--- src/inc/switch_node_map.svh ---
// Register numbers, field positions, reset values of the switch node bank
`ifndef SWITCH_NODE_MAP_SVH
`define SWITCH_NODE_MAP_SVH
`define REG_SWITCH_LOCK_AND_HEADER_CFG 8'h04
`define REG_NODE_IDENTITY              8'h05
`define REG_PLL_RATIO_SETTINGS         8'h06
`define REG_SWITCH_CLOCK_DIVIDER       8'h07
`define REG_REFERENCE_CLOCK_DIVIDER    8'h08
`define REG_ROUTE_DIRECTIONS_LOW       8'h0C
`define REG_ROUTE_DIRECTIONS_HIGH      8'h0D
`define REG_DEBUG_PIN_CONFIG           8'h10
`define REG_DEBUG_EVENT_ORIGIN         8'h1F
`define BIT_WRITE_LOCK_ALL             31
`define BIT_WRITE_LOCK_PLL             8
`define BIT_SHORT_HEADER               0
`define BIT_DEBUG_TRAP_ENABLE          1
`define BIT_DEBUG_PULL_ENABLE          0
`define BIT_ORIGIN_PIN                 4
`define BIT_ORIGIN_TILE                0
`define PLL_OD_MSB                     25
`define PLL_OD_LSB                     23
`define PLL_F_MSB                      20
`define PLL_F_LSB                      8
`define PLL_R_MSB                      6
`define PLL_R_LSB                      0
`define CFG_WRITE_MASK                 32'h8000_0101
`define PLL_WRITE_MASK                 32'h03FF_FF7F
`define HALF_WRITE_MASK                32'h0000_FFFF
`define DEBUG_CFG_MASK                 32'h0000_0003
`define ORIGIN_MASK                    32'h0000_0011
`define RST_SWITCH_CLOCK_DIVIDER       16'h0000
`define RST_REFERENCE_CLOCK_DIVIDER    16'h0003
// Boot PLL words per boot mode pin pair (high,low)
`define PLL_BOOT_BOOT_MODE_PIN_LOW                 32'h0080_0000
`define PLL_BOOT_BOOT_MODE_PIN_HIGH                 32'h0080_1300
`define PLL_BOOT_MODE2                 32'h0080_3100
`define PLL_BOOT_MODE3                 32'h0080_6300
`endif

--- src/inc/switch_node_pkg.sv ---
// Types shared by the switch node configuration bank
package switch_node_pkg;
   // One configuration access from the switch
   typedef struct packed {
      logic        valid;
      logic        write;
      logic [7:0]  number;
      logic [31:0] data;
   } cfg_request_t;
   // Answer to a configuration access
   typedef struct packed {
      logic        valid;
      logic        refused;
      logic [31:0] data;
   } cfg_answer_t;
   typedef enum logic [1:0] {
      BOOT_CAPTURE,
      RUNNING
   } boot_state_t;
endpackage

--- src/design/switch_node_config_regs.sv ---
// Configuration register bank of a packet-switch node
//
// Behaviour
// - Top bit of switch config set refuses every further register write.
// - Bit 8 of switch config set blocks PLL settings register updates.
// - Bit 0 of switch config selects one-byte headers; resets to zero.
// - Node identity holds writable 16-bit id in low half, resets zero.
// - Destination compared to own identity from most significant bit down.
// - Any accepted PLL settings write resets the attached processing tile.
// - PLL fields: output divider 25:23, multiplier 20:8, input divider 6:0.
// - At reset PLL fields load values chosen by the two boot mode pins.
// - Switch clock is PLL clock divided by switch divider plus one.
// - Reference clock is PLL clock divided by reference divider plus one.
// - Mismatching packet goes in direction of most significant differing bit.
// - Low table holds 4-bit directions for identity bits 0 to 7.
// - High table holds 4-bit directions for identity bits 8 to 15.
// - Debug config bit 1 lets the debug request pin raise a trap.
// - Debug config bit 0 pulls debug wire low on entering debug mode.
// - Debug source bit 4 marks the pin as latest debug cause.
// - Debug source bit 0 marks the tile as latest debug cause.
// - Registers are serviced by number through configuration accesses.
`timescale 1ns/10ps
`include "switch_node_map.svh"
module switch_node_config_regs
   import switch_node_pkg::*;
#(
   parameter int ID_WIDTH  = 16,
   parameter int DIR_WIDTH = 4
) (
   input  wire logic                 core_clk,
   input  wire logic                 rst_b,
   input  wire cfg_request_t         cfg_req,
   output cfg_answer_t               cfg_ans,
   input  wire logic                 boot_mode_pin_low,
   input  wire logic                 boot_mode_pin_high,
   input  wire logic                 pll_clk,
   output logic                      switch_clk_en,
   output logic                      reference_clk_en,
   input  wire logic                 route_valid,
   input  wire logic [ID_WIDTH-1:0]  route_dest,
   output logic                      route_match,
   output logic [DIR_WIDTH-1:0]      route_direction,
   output logic                      short_header_mode,
   output logic [2:0]                pll_output_divider,
   output logic [12:0]               pll_feedback_ratio,
   output logic [6:0]                pll_input_divider,
   output logic                      tile_reset,
   input  wire logic                 debug_req_in,
   output logic                      debug_req_out,
   output logic                      debug_req_oe,
   input  wire logic                 debug_mode_enter,
   input  wire logic                 tile_debug_event,
   output logic                      debug_call_trap
);
   // ==========================================================
   // Register state
   logic [31:0]          switch_lock_and_header_cfg;
   logic [ID_WIDTH-1:0]  node_identity;
   logic [31:0]          pll_ratio_settings;
   logic [15:0]          switch_clock_divider;
   logic [15:0]          reference_clock_divider;
   logic [31:0]          route_directions_low;
   logic [31:0]          route_directions_high;
   logic [31:0]          debug_pin_config;
   logic [31:0]          debug_event_origin;
   boot_state_t          boot_state;
   logic                 debug_req_prev;
   logic                 write_locked;
   logic                 pll_locked;
   logic                 wr;
   logic                 wr_ok;
   logic                 pll_wr_ok;
   logic                 pin_event;
   logic [31:0]          read_data;

   // ==========================================================
   // Write qualification
   assign wr           = cfg_req.valid & cfg_req.write;
   assign write_locked = switch_lock_and_header_cfg[`BIT_WRITE_LOCK_ALL];
   assign pll_locked   = switch_lock_and_header_cfg[`BIT_WRITE_LOCK_PLL];
   // Whole-bank lock wins over everything, including its own release
   assign wr_ok        = wr & ~write_locked;
   assign pll_wr_ok    = wr_ok & ~pll_locked
                         & (cfg_req.number == `REG_PLL_RATIO_SETTINGS);

   // Lock and header register; bit 31 guards itself, so it holds till reset
   always_ff @(posedge core_clk) begin
      if (!rst_b) begin
         switch_lock_and_header_cfg <= 32'h0000_0000;
      end else if (wr_ok &&
                   cfg_req.number == `REG_SWITCH_LOCK_AND_HEADER_CFG) begin
         switch_lock_and_header_cfg <= cfg_req.data & `CFG_WRITE_MASK;
      end
   end
   assign short_header_mode = switch_lock_and_header_cfg[`BIT_SHORT_HEADER];

   // Node identity and clock dividers
   always_ff @(posedge core_clk) begin
      if (!rst_b) begin
         node_identity           <= '0;
         switch_clock_divider    <= `RST_SWITCH_CLOCK_DIVIDER;
         reference_clock_divider <= `RST_REFERENCE_CLOCK_DIVIDER;
      end else if (wr_ok) begin
         if (cfg_req.number == `REG_NODE_IDENTITY) begin
            node_identity <= cfg_req.data[ID_WIDTH-1:0];
         end else if (cfg_req.number == `REG_SWITCH_CLOCK_DIVIDER) begin
            switch_clock_divider <= cfg_req.data[15:0];
         end else if (cfg_req.number == `REG_REFERENCE_CLOCK_DIVIDER) begin
            reference_clock_divider <= cfg_req.data[15:0];
         end
      end
   end

   // Direction tables
   always_ff @(posedge core_clk) begin
      if (!rst_b) begin
         route_directions_low  <= 32'h0000_0000;
         route_directions_high <= 32'h0000_0000;
      end else if (wr_ok) begin
         if (cfg_req.number == `REG_ROUTE_DIRECTIONS_LOW) begin
            route_directions_low <= cfg_req.data;
         end else if (cfg_req.number == `REG_ROUTE_DIRECTIONS_HIGH) begin
            route_directions_high <= cfg_req.data;
         end
      end
   end

   // ==========================================================
   // PLL settings: boot value captured one cycle after reset release,
   // as well as during reset itself, both times from the boot mode pins
   always_ff @(posedge core_clk) begin
      if (!rst_b) begin
         boot_state <= BOOT_CAPTURE;
      end else begin
         case (boot_state)
            BOOT_CAPTURE: boot_state <= RUNNING;
            default:      boot_state <= RUNNING;
         endcase
      end
   end

   always_ff @(posedge core_clk) begin
      if (!rst_b || boot_state == BOOT_CAPTURE) begin
         case ({boot_mode_pin_high, boot_mode_pin_low})
            2'b00:   pll_ratio_settings <= `PLL_BOOT_BOOT_MODE_PIN_LOW;
            2'b01:   pll_ratio_settings <= `PLL_BOOT_BOOT_MODE_PIN_HIGH;
            2'b10:   pll_ratio_settings <= `PLL_BOOT_MODE2;
            default: pll_ratio_settings <= `PLL_BOOT_MODE3;
         endcase
      end else if (pll_wr_ok) begin
         pll_ratio_settings <= cfg_req.data & `PLL_WRITE_MASK;
      end
   end
   assign pll_output_divider = pll_ratio_settings[`PLL_OD_MSB:`PLL_OD_LSB];
   assign pll_feedback_ratio = pll_ratio_settings[`PLL_F_MSB:`PLL_F_LSB];
   assign pll_input_divider  = pll_ratio_settings[`PLL_R_MSB:`PLL_R_LSB];

   // Tile reset pulse only on an accepted PLL write
   always_ff @(posedge core_clk) begin
      if (!rst_b) begin
         tile_reset <= 1'b0;
      end else begin
         tile_reset <= pll_wr_ok;
      end
   end

   // ==========================================================
   // Clock enables derived from the PLL clock; counters run on core_clk
   // with pll_clk treated as a synchronous tick input
   logic [15:0] sw_count;
   logic [15:0] ref_count;
   always_ff @(posedge core_clk) begin
      if (!rst_b) begin
         sw_count      <= 16'h0000;
         switch_clk_en <= 1'b0;
      end else if (pll_clk) begin
         switch_clk_en <= (sw_count >= switch_clock_divider);
         sw_count <= (sw_count >= switch_clock_divider) ? 16'h0000
                     : sw_count + 16'h0001;
      end else begin
         switch_clk_en <= 1'b0;
      end
   end
   always_ff @(posedge core_clk) begin
      if (!rst_b) begin
         ref_count        <= 16'h0000;
         reference_clk_en <= 1'b0;
      end else if (pll_clk) begin
         reference_clk_en <= (ref_count >= reference_clock_divider);
         ref_count <= (ref_count >= reference_clock_divider) ? 16'h0000
                      : ref_count + 16'h0001;
      end else begin
         reference_clk_en <= 1'b0;
      end
   end

   // ==========================================================
   // Routing: most significant mismatching identity bit picks direction
   logic [ID_WIDTH-1:0]  diff;
   logic [2*ID_WIDTH*DIR_WIDTH/2-1:0] dir_table;
   logic [DIR_WIDTH-1:0] next_direction;
   assign diff      = route_dest ^ node_identity;
   assign dir_table = {route_directions_high, route_directions_low};
   always_comb begin
      next_direction = '0;
      for (int i = 0; i < ID_WIDTH; i++) begin
         if (diff[i]) begin
            next_direction = dir_table[i*DIR_WIDTH +: DIR_WIDTH];
         end
      end
   end
   always_ff @(posedge core_clk) begin
      if (!rst_b) begin
         route_match     <= 1'b0;
         route_direction <= '0;
      end else if (route_valid) begin
         route_match     <= (diff == '0);
         route_direction <= next_direction;
      end
   end

   // ==========================================================
   // Debug pin and source
   assign pin_event = debug_req_in & ~debug_req_prev;
   always_ff @(posedge core_clk) begin
      if (!rst_b) begin
         debug_pin_config   <= 32'h0000_0000;
         debug_event_origin <= 32'h0000_0000;
         debug_req_prev     <= 1'b1; // Idle level, no false edge
         debug_call_trap    <= 1'b0;
         debug_req_oe       <= 1'b0;
      end else begin
         debug_req_prev  <= debug_req_in;
         debug_call_trap <= pin_event
                            & debug_pin_config[`BIT_DEBUG_TRAP_ENABLE];
         if (debug_mode_enter && debug_pin_config[`BIT_DEBUG_PULL_ENABLE]) begin
            debug_req_oe <= 1'b1;
         end else if (!debug_mode_enter) begin
            debug_req_oe <= 1'b0;
         end
         if (wr_ok && cfg_req.number == `REG_DEBUG_PIN_CONFIG) begin
            debug_pin_config <= cfg_req.data & `DEBUG_CFG_MASK;
         end
         // Hardware events win over a software write in the same cycle
         if ((pin_event && debug_pin_config[`BIT_DEBUG_TRAP_ENABLE])
             || tile_debug_event) begin
            debug_event_origin <= {27'h0, tile_debug_event ? 1'b0 : 1'b1,
                                   3'h0, tile_debug_event};
         end else if (wr_ok && cfg_req.number == `REG_DEBUG_EVENT_ORIGIN) begin
            debug_event_origin <= cfg_req.data & `ORIGIN_MASK;
         end
      end
   end
   assign debug_req_out = 1'b0;

   // ==========================================================
   // Read mux and answer, one cycle after the request
   always_comb begin
      read_data = 32'h0000_0000;
      if (cfg_req.number == `REG_SWITCH_LOCK_AND_HEADER_CFG) begin
         read_data = switch_lock_and_header_cfg;
      end else if (cfg_req.number == `REG_NODE_IDENTITY) begin
         read_data = {16'h0000, node_identity};
      end else if (cfg_req.number == `REG_PLL_RATIO_SETTINGS) begin
         read_data = pll_ratio_settings;
      end else if (cfg_req.number == `REG_SWITCH_CLOCK_DIVIDER) begin
         read_data = {16'h0000, switch_clock_divider};
      end else if (cfg_req.number == `REG_REFERENCE_CLOCK_DIVIDER) begin
         read_data = {16'h0000, reference_clock_divider};
      end else if (cfg_req.number == `REG_ROUTE_DIRECTIONS_LOW) begin
         read_data = route_directions_low;
      end else if (cfg_req.number == `REG_ROUTE_DIRECTIONS_HIGH) begin
         read_data = route_directions_high;
      end else if (cfg_req.number == `REG_DEBUG_PIN_CONFIG) begin
         read_data = debug_pin_config;
      end else if (cfg_req.number == `REG_DEBUG_EVENT_ORIGIN) begin
         read_data = debug_event_origin;
      end
   end
   always_ff @(posedge core_clk) begin
      if (!rst_b) begin
         cfg_ans <= '0;
      end else begin
         cfg_ans.valid   <= cfg_req.valid;
         cfg_ans.refused <= wr & (write_locked | (pll_locked &
            (cfg_req.number == `REG_PLL_RATIO_SETTINGS)));
         cfg_ans.data    <= cfg_req.write ? 32'h0000_0000 : read_data;
      end
   end

   // ==========================================================
   // Checks
   property p_lock_all;
      @(posedge core_clk) disable iff (!rst_b)
      (wr && write_locked) |=> $stable(node_identity)
                               && $stable(route_directions_low);
   endproperty
   a_lock_all: assert property (p_lock_all) else $error("locked write");

   property p_lock_pll;
      @(posedge core_clk) disable iff (!rst_b)
      (boot_state == RUNNING && pll_locked) |=> $stable(pll_ratio_settings);
   endproperty
   a_lock_pll: assert property (p_lock_pll) else $error("pll changed");

   property p_tile_reset;
      @(posedge core_clk) disable iff (!rst_b)
      pll_wr_ok |=> tile_reset;
   endproperty
   a_tile_reset: assert property (p_tile_reset) else $error("no reset");

   property p_no_side_effect;
      @(posedge core_clk) disable iff (!rst_b)
      !pll_wr_ok |=> !tile_reset;
   endproperty
   a_no_side_effect: assert property (p_no_side_effect)
      else $error("stray reset");

   property p_header;
      @(posedge core_clk) disable iff (!rst_b)
      !(wr_ok && cfg_req.number == `REG_SWITCH_LOCK_AND_HEADER_CFG)
         |=> $stable(short_header_mode);
   endproperty
   a_header: assert property (p_header) else $error("header mode");

   property p_match;
      @(posedge core_clk) disable iff (!rst_b)
      (route_valid && route_dest == node_identity) |=> route_match;
   endproperty
   a_match: assert property (p_match) else $error("match lost");

   property p_trap;
      @(posedge core_clk) disable iff (!rst_b)
      (pin_event && !debug_pin_config[1]) |=> !debug_call_trap;
   endproperty
   a_trap: assert property (p_trap) else $error("trap not gated");

   property p_reserved;
      @(posedge core_clk) disable iff (!rst_b)
      debug_event_origin[3:1] == 3'h0 && debug_pin_config[31:2] == '0;
   endproperty
   a_reserved: assert property (p_reserved) else $error("reserved set");
endmodule

--- config.mk ---
export PLATFORM = sky130hd
export DESIGN_NAME = switch_node_config_regs
export DESIGN_NICKNAME = d
export VERILOG_FILES = /design/src/inc/switch_node_pkg.sv /design/src/design/switch_node_config_regs.sv
export VERILOG_INCLUDE_DIRS = /design/src /design/src/inc
export SDC_FILE = /design/constraint.sdc
export NUM_CORES = 1
export LEC_CHECK = 0
export BUFFER_PORTS_ARGS = -buffer_cell sky130_fd_sc_hd__buf_2
export CORE_MARGIN = 2
export CORE_UTILIZATION = 58
export DETAILED_ROUTE_END_ITERATION = 7
export HOLD_SLACK_MARGIN = 0.12
export PLACE_DENSITY = 0.8
export RECOVER_POWER = 100
export SYNTH_ARGS = -nofsm -noshare
export SYNTH_HDL_FRONTEND = slang
export SYNTH_SLANG_ARGS = --single-unit
--- constraint.sdc ---
create_clock -name core_clk -period 5.9 [get_ports core_clk]
set_input_delay 0.885 -clock core_clk [delete_from_list [all_inputs] [get_ports core_clk]]
set_output_delay 0.885 -clock core_clk [all_outputs]
set_load 0.02 [all_outputs]
* After elaboration in Yosys (flattened, before gate mapping) *
Cells that the tools add are included.

storage, ports and cells
  bits in registers = 230
  latch bits = 0
  RAM bits = 0
  memory bits (read-only) = 0
  bits of input ports = 67
  output and inout port bits = 69
  word-level logic and storage cells = 116
  memories = 0

cells by class
  add/subtract/negate cells = 2
  $mul = 0
  div/mod/pow operators = 0
  order comparisons = 2
  eq/ne operators = 12
  shift-type cells = 0
  muxes and demuxes = 36
  bitwise gates (word level) = 17
  reductions and logical operators = 22

operators with widths
  kind                                           number
  two-way mux 32 bit                             9
  two-way mux 4 bit                              16
  case mux 15 bit (3 select lines)               1
  adder 16 x 1 -> 16 bit, second input constant  2
  == test 8 x 3 -> 1 bit, second input constant  4
  >= comparator 16 bit                           2
  two-way mux 16 bit                             2
  == test 8 x 4 -> 1 bit, second input constant  3
  two-way mux 5 bit                              4
  == test 8 x 5 -> 1 bit, second input constant  2
  logical NOT 16 bit                             1
  bitwise XOR 16 bit                             1
  bitwise AND 1 bit                              8
  inverter 1 bit                                 7
  AND reduction 2 bit                            3
  AND reduction 3 bit                            2
  logical AND 1 bit                              5
  logical NOT 2 bit                              2
  two-way mux 1 bit                              4
  AND reduction 4 bit                            1
  nonzero test 2 bit                             2
  OR reduction 4 bit                             1
  OR reduction 3 bit                             1
  == test 2 x 1 -> 1 bit, second input constant  1
  other kinds (6)                                7

* Depth between registers and ports, before layout *
Gate-level depths: netlist of the first run.

  depth in word-level cells = 17
  gate-level depth with buffers = 10
  gate-level depth less buffers = 8

* Least setup slack after synthesis of the first run *
No wires, ideal clock.

  kind = input to register
  from = input cfg_req[37] in the netlist's numbering
  to = register pll_ratio_settings[0], enable pin
  library setup time = 496 ps
  data arrival time = 4955 ps
  required time = 5404 ps
  slack = 449 ps
  stages = 5
  path buffers = 1
  path through = or4_4 nor2_1 buf_2 nand3_1 o311ai_0

on the way
  cells in the longest elaborated chain, start to end = 3

RTL lines
  what                                     line                            text
  start, declared                          switch_node_config_regs.sv:32   input wire cfg_request_t cfg_req,
  == test 8 x 3 -> 1 bit (no source line)  n/a
  bitwise AND 1 bit                        switch_node_config_regs.sv:83   assign pll_wr_ok = wr_ok & ~pll_locked
  nonzero test 2 bit (no source line)      n/a
  end signal, assigned                     switch_node_config_regs.sv:145  2'b00: pll_ratio_settings <= `PLL_BOOT_BOOT_MODE_PIN_LOW;
  end signal, assigned                     switch_node_config_regs.sv:146  2'b01: pll_ratio_settings <= `PLL_BOOT_BOOT_MODE_PIN_HIGH;
  end signal, assigned                     switch_node_config_regs.sv:147  2'b10: pll_ratio_settings <= `PLL_BOOT_MODE2;
  end, declared                            switch_node_config_regs.sv:59   logic [31:0] pll_ratio_settings;

Every way passes these cells.
A chain may end at the register's enable or synchronous reset.

* Final worst setup path of the first run *
  from = input cfg_req[37] in the netlist's numbering
  to = register pll_ratio_settings[12], enable pin

The elaborated chain is that of the path after synthesis.

==> results of run 1 <==
-- registers in the layout, summed over array words and instances (netlist names) --
name                        count
cfg_ans                        34
route_directions_high          32
route_directions_low           32
pll_ratio_settings             25
node_identity                  16
ref_count                      16
reference_clock_divider        16
sw_count                       16
switch_clock_divider           16
route_direction                 4
switch_lock_and_header_cfg      3
debug_event_origin              2
debug_pin_config                2
boot_state                      1
debug_call_trap                 1
debug_req_oe                    1
debug_req_prev                  1
reference_clk_en                1
route_match                     1
switch_clk_en                   1
tile_reset                      1
-- layer usage --
metal	global-route usage (%)	part of all wire [%]	up-vias
met1	44.9	42	4567
met2	46.7	43	599
li1	-	-	4606
met4	11.6	3.5	0
met5	0	0	-
met3	6.23	12	99
-- cells in the final DEF, fill, tap and decap left out, types with 5 or more instances in the layout --
cell type | Yosys | final
a211oi_1 | 7 | 7
a21oi_1 | 154 | 154
a22oi_1 | 28 | 28
a31oi_1 | 5 | 5
and3_1 | 42 | 42
buf_2 | 18 | 65
buf_4 | 27 | 5
clkbuf_1 | 40 | 79
clkbuf_16 | 0 | 25
clkbuf_8 | 0 | 6
clkinv_2 | 0 | 7
dfxtp_1 | 197 | 197
edfxtp_1 | 25 | 25
ha_1 | 38 | 38
inv_1 | 46 | 46
mux2_2 | 10 | 10
mux2i_1 | 19 | 19
nand2_1 | 260 | 260
nand2b_1 | 7 | 7
nand3_1 | 41 | 41
nand4_1 | 11 | 11
nor2_1 | 108 | 112
nor3_1 | 16 | 16
nor4_1 | 5 | 6
o21a_1 | 6 | 6
o21ai_0 | 29 | 33
o22a_1 | 5 | 5
o22ai_1 | 17 | 17
or2_2 | 5 | 5
or3_1 | 4 | 5
xnor2_1 | 23 | 23
xor2_1 | 29 | 29
-- logic make-up (layout without fill, tap and decap cells) --
kind of cell             Yosys count  in the layout
multiplexers                      29             29
AO/OA/AOI/OAI                    284            284
XOR/XNOR                          52             52
buffers and inverters            139            236
other                              1              2
AND/OR/NAND/NOR                  530            530
adder cells (fa/ha/maj)           38             38
flip-flops                       222            222
-- worst max-delay path by stage --
stage,startpoint,to,slack [ns],cells after the start
after global placement,cfg_req[37],pll_ratio_settings[9],1.84,6
after detailed placement,cfg_req[37],pll_ratio_settings[13],1.69,6
after floorplan,cfg_req[37],pll_ratio_settings[0],0.45,5
after CTS,cfg_req[37],pll_ratio_settings[10],2.22,6
after global routing,cfg_req[37],pll_ratio_settings[12],1.40,6
final,cfg_req[37],pll_ratio_settings[12],1.58,6
-- synth_stat cells, drive strengths merged, types with 7 or more instances --
master and count:
edfxtp 25, o21ai 33, o22ai 17, nor3 17
clkbuf 40, xnor2 23, nor2 113, ha 38
mux2i 19, or2 7, a22oi 28, dfxtp 197
and2 7, mux2 10, nand3 41, xor2 29
a211oi 7, nand2b 7, buf 52, nand4 11
nand2 260, inv 47, and3 42, a21oi 154
-- per-stage QoR --
| step | hold WS [ns] | util (%) | power, mW | std cells | worst slack [ns] |
|---|---|---|---|---|---|
| 6_report | 0.457 | 65.9 | 3.29 | 1622 | 1.58 |
| 5_1_grt | 0.474 | 65.9 | 3.37 | 1621 | 1.40 |
| 4_1_cts | 0.454 | 66.7 | 3.29 | 1621 | 2.22 |
| 3_5_place_dp | 0.445 | 62.2 | 1.81 | 1577 | 1.69 |
| 3_3_place_gp | 0.434 | 62.2 | 1.80 | 1577 | 1.84 |
| 2_1_floorplan | 0.418 | - | 1.73 | 1295 | 0.449 |
-- power breakdown --
| part | switching (mW) | total (mW) | internal [mW] |
|---|---|---|---|
| clock | 0.623 | 1.52 | 0.894 |
| sequential | 0.0198 | 1.57 | 1.55 |
| combinational | 0.144 | 0.206 | 0.0615 |
-- critical path: cells and delay by family --
| kind | cells | cell delay, ns |
|---|---|---|
| compound gates | 1 | 0.94 |
| simple gates | 3 | 1.74 |
| buf+inv | 2 | 0.89 |
-- cell type report --
class | count | area (sq um)
multi-input combinational | 934 | 5270
clock inverter | 9 | 76.3
timing repair buffer | 145 | 644
antenna | 1 | 2.50
inverter | 47 | 178
tap | 229 | 287
clock buffer | 35 | 723
fill | 1571 | 6150
sequential | 222 | 4690
==> impl_metrics.tcl, run 1 <==
set metrics [dict create \
    drc 0 \
    drt_iter0_drc 1411 \
    violations "capacitance limit, slew limit" \
    hold_buffers 0 \
    grt_max_degree 78 \
    final_area_sq_um 11900 \
    vias 9871 \
    irDropWorstVdd_mv 0.266 \
    cp.arrival_ns 4.47 \
    critPathMaxFanout 14 \
    fin_skew_ns 0.0111 \
    synth_edf_count 25 \
    drtPass1Iterations 8 \
    ys_seq_area_share_pct 44.0 \
    synthesis.area_sq_um 10700 \
    synth-simple-area-share_pct 22.3 \
    antenna_found_initial 1 \
    netlist-cell-type-count 61 \
    r2r-start "switch_lock_and_header_cfg[31]" \
    syn_inst 1295 \
    hp-class "reg -> reg" \
    drv_cap 3 \
    yosysTopAreaCellShare_pct 37.0 \
    cts_setup_buffers 0 \
    ff2ff_path_depth 5 \
    initial_core_util_pct 59.1 \
    io_buffers 134 \
    holdPathEnd "switch_clock_divider[7]" \
    hpwl_microns 22600 \
    fmax_mhz 231 \
    yosys.area.top_type "dfxtp_1" \
    synthTopCellsByArea "dfxtp_1 (37%), nand2_1 (9.2%), a21oi_1 (7.2%)" \
    cp-end-kind "flip-flop" \
    hold_depth 2 \
    cts_resized 0 \
    grt_pass1_vias 8940 \
    hp-start "switch_clock_divider[7]" \
    finalCritPeriodShare_pct 73.3 \
    numCtsBuffers 24 \
    ys_ff_latch 222 \
    p_per_area_nw_per_um2 277 \
    finalMaxSlewViolations 114 \
    status "complete, but fails checks" \
    postRouteAntennaNets 0 \
    grtUsageTotal_pct 31.2 \
    cp_slowest_stage_delay_ns 0.94 \
    nets 1479 \
    cp_cell_sequence "buf_2, or4_1, nor2_1, nand3_1, o311ai_2, clkbuf_1" \
    grt_first_pass_wirelength_microns 48700 \
    synth-main-ff-cell "dfxtp_1" \
    rsz0062_at_grt "false" \
    boundaryPins 136 \
    tns_ns 0 \
    wirelength_microns 31500 \
    syn_nets 1400 \
    reg2reg_slack_ns 2.98 \
    tightestPinTransition_ns 2.05 \
    dieArea_sq_um 19500 \
    cts_tree "yes" \
    dieHeight_microns 140 \
    setup_violations 0 \
    syn_to_final_growth_pct 11.4 \
    required_ns 6.04 \
    cts.clk_slew.worst_paths_ns 0.06 \
    grt_overflow_total 0 \
    relSlewSlack_pct -36.9 \
    synth.avg_cell_area_sq_um 8.23 \
    p_leak_nw 4.40 \
    hold_viol 0 \
    gp_congestion 0.980 \
    std_cell_rows 49 \
    routed_via_density 6.09 \
    routedWlPerCell_microns 19.4 \
    crit_slowest_cell "o311ai_2" \
    start_kind "input pin" \
    drive_gt1_share_pct 9.55 \
    synth_fa_ha_area_share_pct 4.46 \
    synth-compound-area-share_pct 15.8 \
    cts.sinks 222 \
    synth_mux_area_share_pct 2.84 \
    clock_path_buffers 3 \
    synth-warning-count 0 \
    reg2reg_to "route_directions_low[6]" \
    synthArstFlopShare_pct 0 \
    crit_type "in -> reg" \
    cts.htree.levels 1 \
    synthXorXnorAreaFrac_pct 4.27 \
    die_w_microns 140 \
    core_sq_um 18000 \
    cts_root_buf "clkbuf_16" \
    finalCriticalPeriod_ns 4.32 \
    insertion_delay_ns 0.52 \
    place_area_sq_um 11200 \
    synth_top_family_by_area "simple AND/OR/NAND/NOR gates" \
]
Power figures use the tool's default switching activity.
==> run 2, diff against run 1 <==
clock period = 4.1 ns   (was 5.9 ns; I/O delays follow)
==> impl_metrics.tcl, run 2 (same netlist as run 1, synthesis figures left out) <==
set metrics [dict create \
    drv_cap 1 \
    dieArea_sq_um 19500 \
    cp_cell_sequence "buf_2, or4_1, nor3_1, buf_4, nand2_1, nand2_1, a21oi_1" \
    setup_violations 0 \
    wirelength_microns 32300 \
    routedWlPerCell_microns 19.9 \
    power_mw 4.60 \
    antenna_found_initial 1 \
    finalMaxSlewViolations 49 \
    crit_type "in -> reg" \
    cts.htree.levels 1 \
    io_buffers 134 \
    top_register "cfg_ans" \
    irDropWorstVdd_mv 0.355 \
    cp-end-kind "flip-flop" \
    grt_max_degree 95 \
    cp_common_cell "nand2_1" \
    setup_slack_ns 0.802 \
    grt_pass1_vias 9043 \
    hold_buffers 0 \
    hold_viol 0 \
    drt_iter0_drc 1202 \
    hp-class "in -> reg" \
    finalCritPeriodShare_pct 80.4 \
    rsz0062_at_grt "false" \
    cts_setup_buffers 0 \
    finalCriticalPeriod_ns 3.30 \
    r2r-start "switch_lock_and_header_cfg[31]" \
    nets 1483 \
    hpwl_microns 23200 \
    violations "capacitance limit, slew limit" \
    syn_to_final_growth_pct 11.0 \
    cts_root_buf "clkbuf_16" \
    dp_slack_ns 0.880 \
    num_antenna_cells 0 \
    std_cell_rows 49 \
    drc 0 \
    tightestPinTransition_ns 2.14 \
    fmax_mhz 303 \
    drtPass1Iterations 7 \
    fin_skew_ns 0.0124 \
    reg2reg_slack_ns 1.62 \
    boundaryPins 136 \
    p_per_area_nw_per_um2 389 \
    largest_reg_flops 34 \
    tns_ns 0 \
    die_w_microns 140 \
    initial_core_util_pct 59.1 \
    final_cell_mix "nand2_1 (260), dfxtp_1 (197), a21oi_1 (154)" \
    critPathMaxFanout 32 \
    postRouteAntennaNets 0 \
    start_kind "input pin" \
    final_core_util_pct 65.6 \
    required_ns 4.47 \
    clock_path_buffers 3 \
    routed_via_density 6.04 \
    crit_slowest_cell "or4_1" \
    cp_slowest_stage_delay_ns 0.76 \
    hold_depth 2 \
    cts_tree "yes" \
    dieHeight_microns 140 \
    ff2ff_path_depth 5 \
    grt_overflow_total 0 \
    holdPathEnd "debug_event_origin[4]" \
    cts.clk_slew.worst_paths_ns 0.06 \
    grt_first_pass_wirelength_microns 49900 \
    cp.arrival_ns 3.67 \
    grtUsageTotal_pct 32.1 \
    drive_gt1_share_pct 9.46 \
    status "complete, but fails checks" \
    reg_top3 "cfg_ans (34), route_directions_high (32), route_directions_low (32)" \
    core_sq_um 18000 \
    cts_resized 0 \
    hp-start "tile_debug_event" \
    reg2reg_to "route_directions_high[0]" \
    vias 9803 \
    insertion_delay_ns 0.53 \
    layout_commonest_cell "nand2_1" \
    place_inst 1582 \
    numCtsBuffers 23 \
    p_leak_nw 4.37 \
    final_cells 1624 \
    relSlewSlack_pct -42.9 \
    cts.sinks 222 \
    gp_congestion 1.02 \
]
run 2: final cells by class:
type / count / area (sq um)
clock buffers: 39 / 706
clock inverters: 3 / 21.3
fillers: 1609 / 6200
inverters: 47 / 178
multi-input cells: 934 / 5260
flip-flops and latches: 222 / 4690
well taps: 229 / 287
repair buffers: 150 / 682
run 2: per-layer routing:
layer / global-route usage [%] / part of all wire [%]
met5: 0 / 0.034
met4: 9.05 / 2.7
met3: 8.33 / 12
met2: 49.3 / 44
met1: 45.1 / 41
run 2: worst max path at each step:
stage	start	endpoint	cells past startpoint
2_1_floorplan	cfg_req[37]	pll_ratio_settings[0]	5
3_3_place_gp	cfg_req[37]	route_directions_low[13]	7
3_5_place_dp	cfg_req[37]	route_directions_low[13]	7
4_1_cts	cfg_req[37]	route_directions_low[13]	7
5_1_grt	cfg_req[37]	route_directions_low[31]	7
6_report	cfg_req[37]	route_directions_low[14]	7
run 2: worst max-delay path, delay by kind of cell:
| kind | cells | cell delay [ns] |
|---|---|---|
| buf+inv | 2 | 0.43 |
| simple gates | 4 | 2.52 |
| compound gates | 1 | 0.09 |
run 2: power breakdown:
part           leakage [nW]  internal [mW]  total [mW]  switching (mW)
combinational          2.17         0.0887       0.301           0.213
clock                 0.353           1.17        2.04           0.873
sequential             1.85           2.23        2.26          0.0286
run 2: stage by stage:
stage	area, sq um	hold slack (ns)
after floorplan	10700	0.418
after global routing	11800	0.280
final	11800	0.272
after CTS	12000	0.270
after global placement	11300	0.425
after detailed placement	11300	0.444
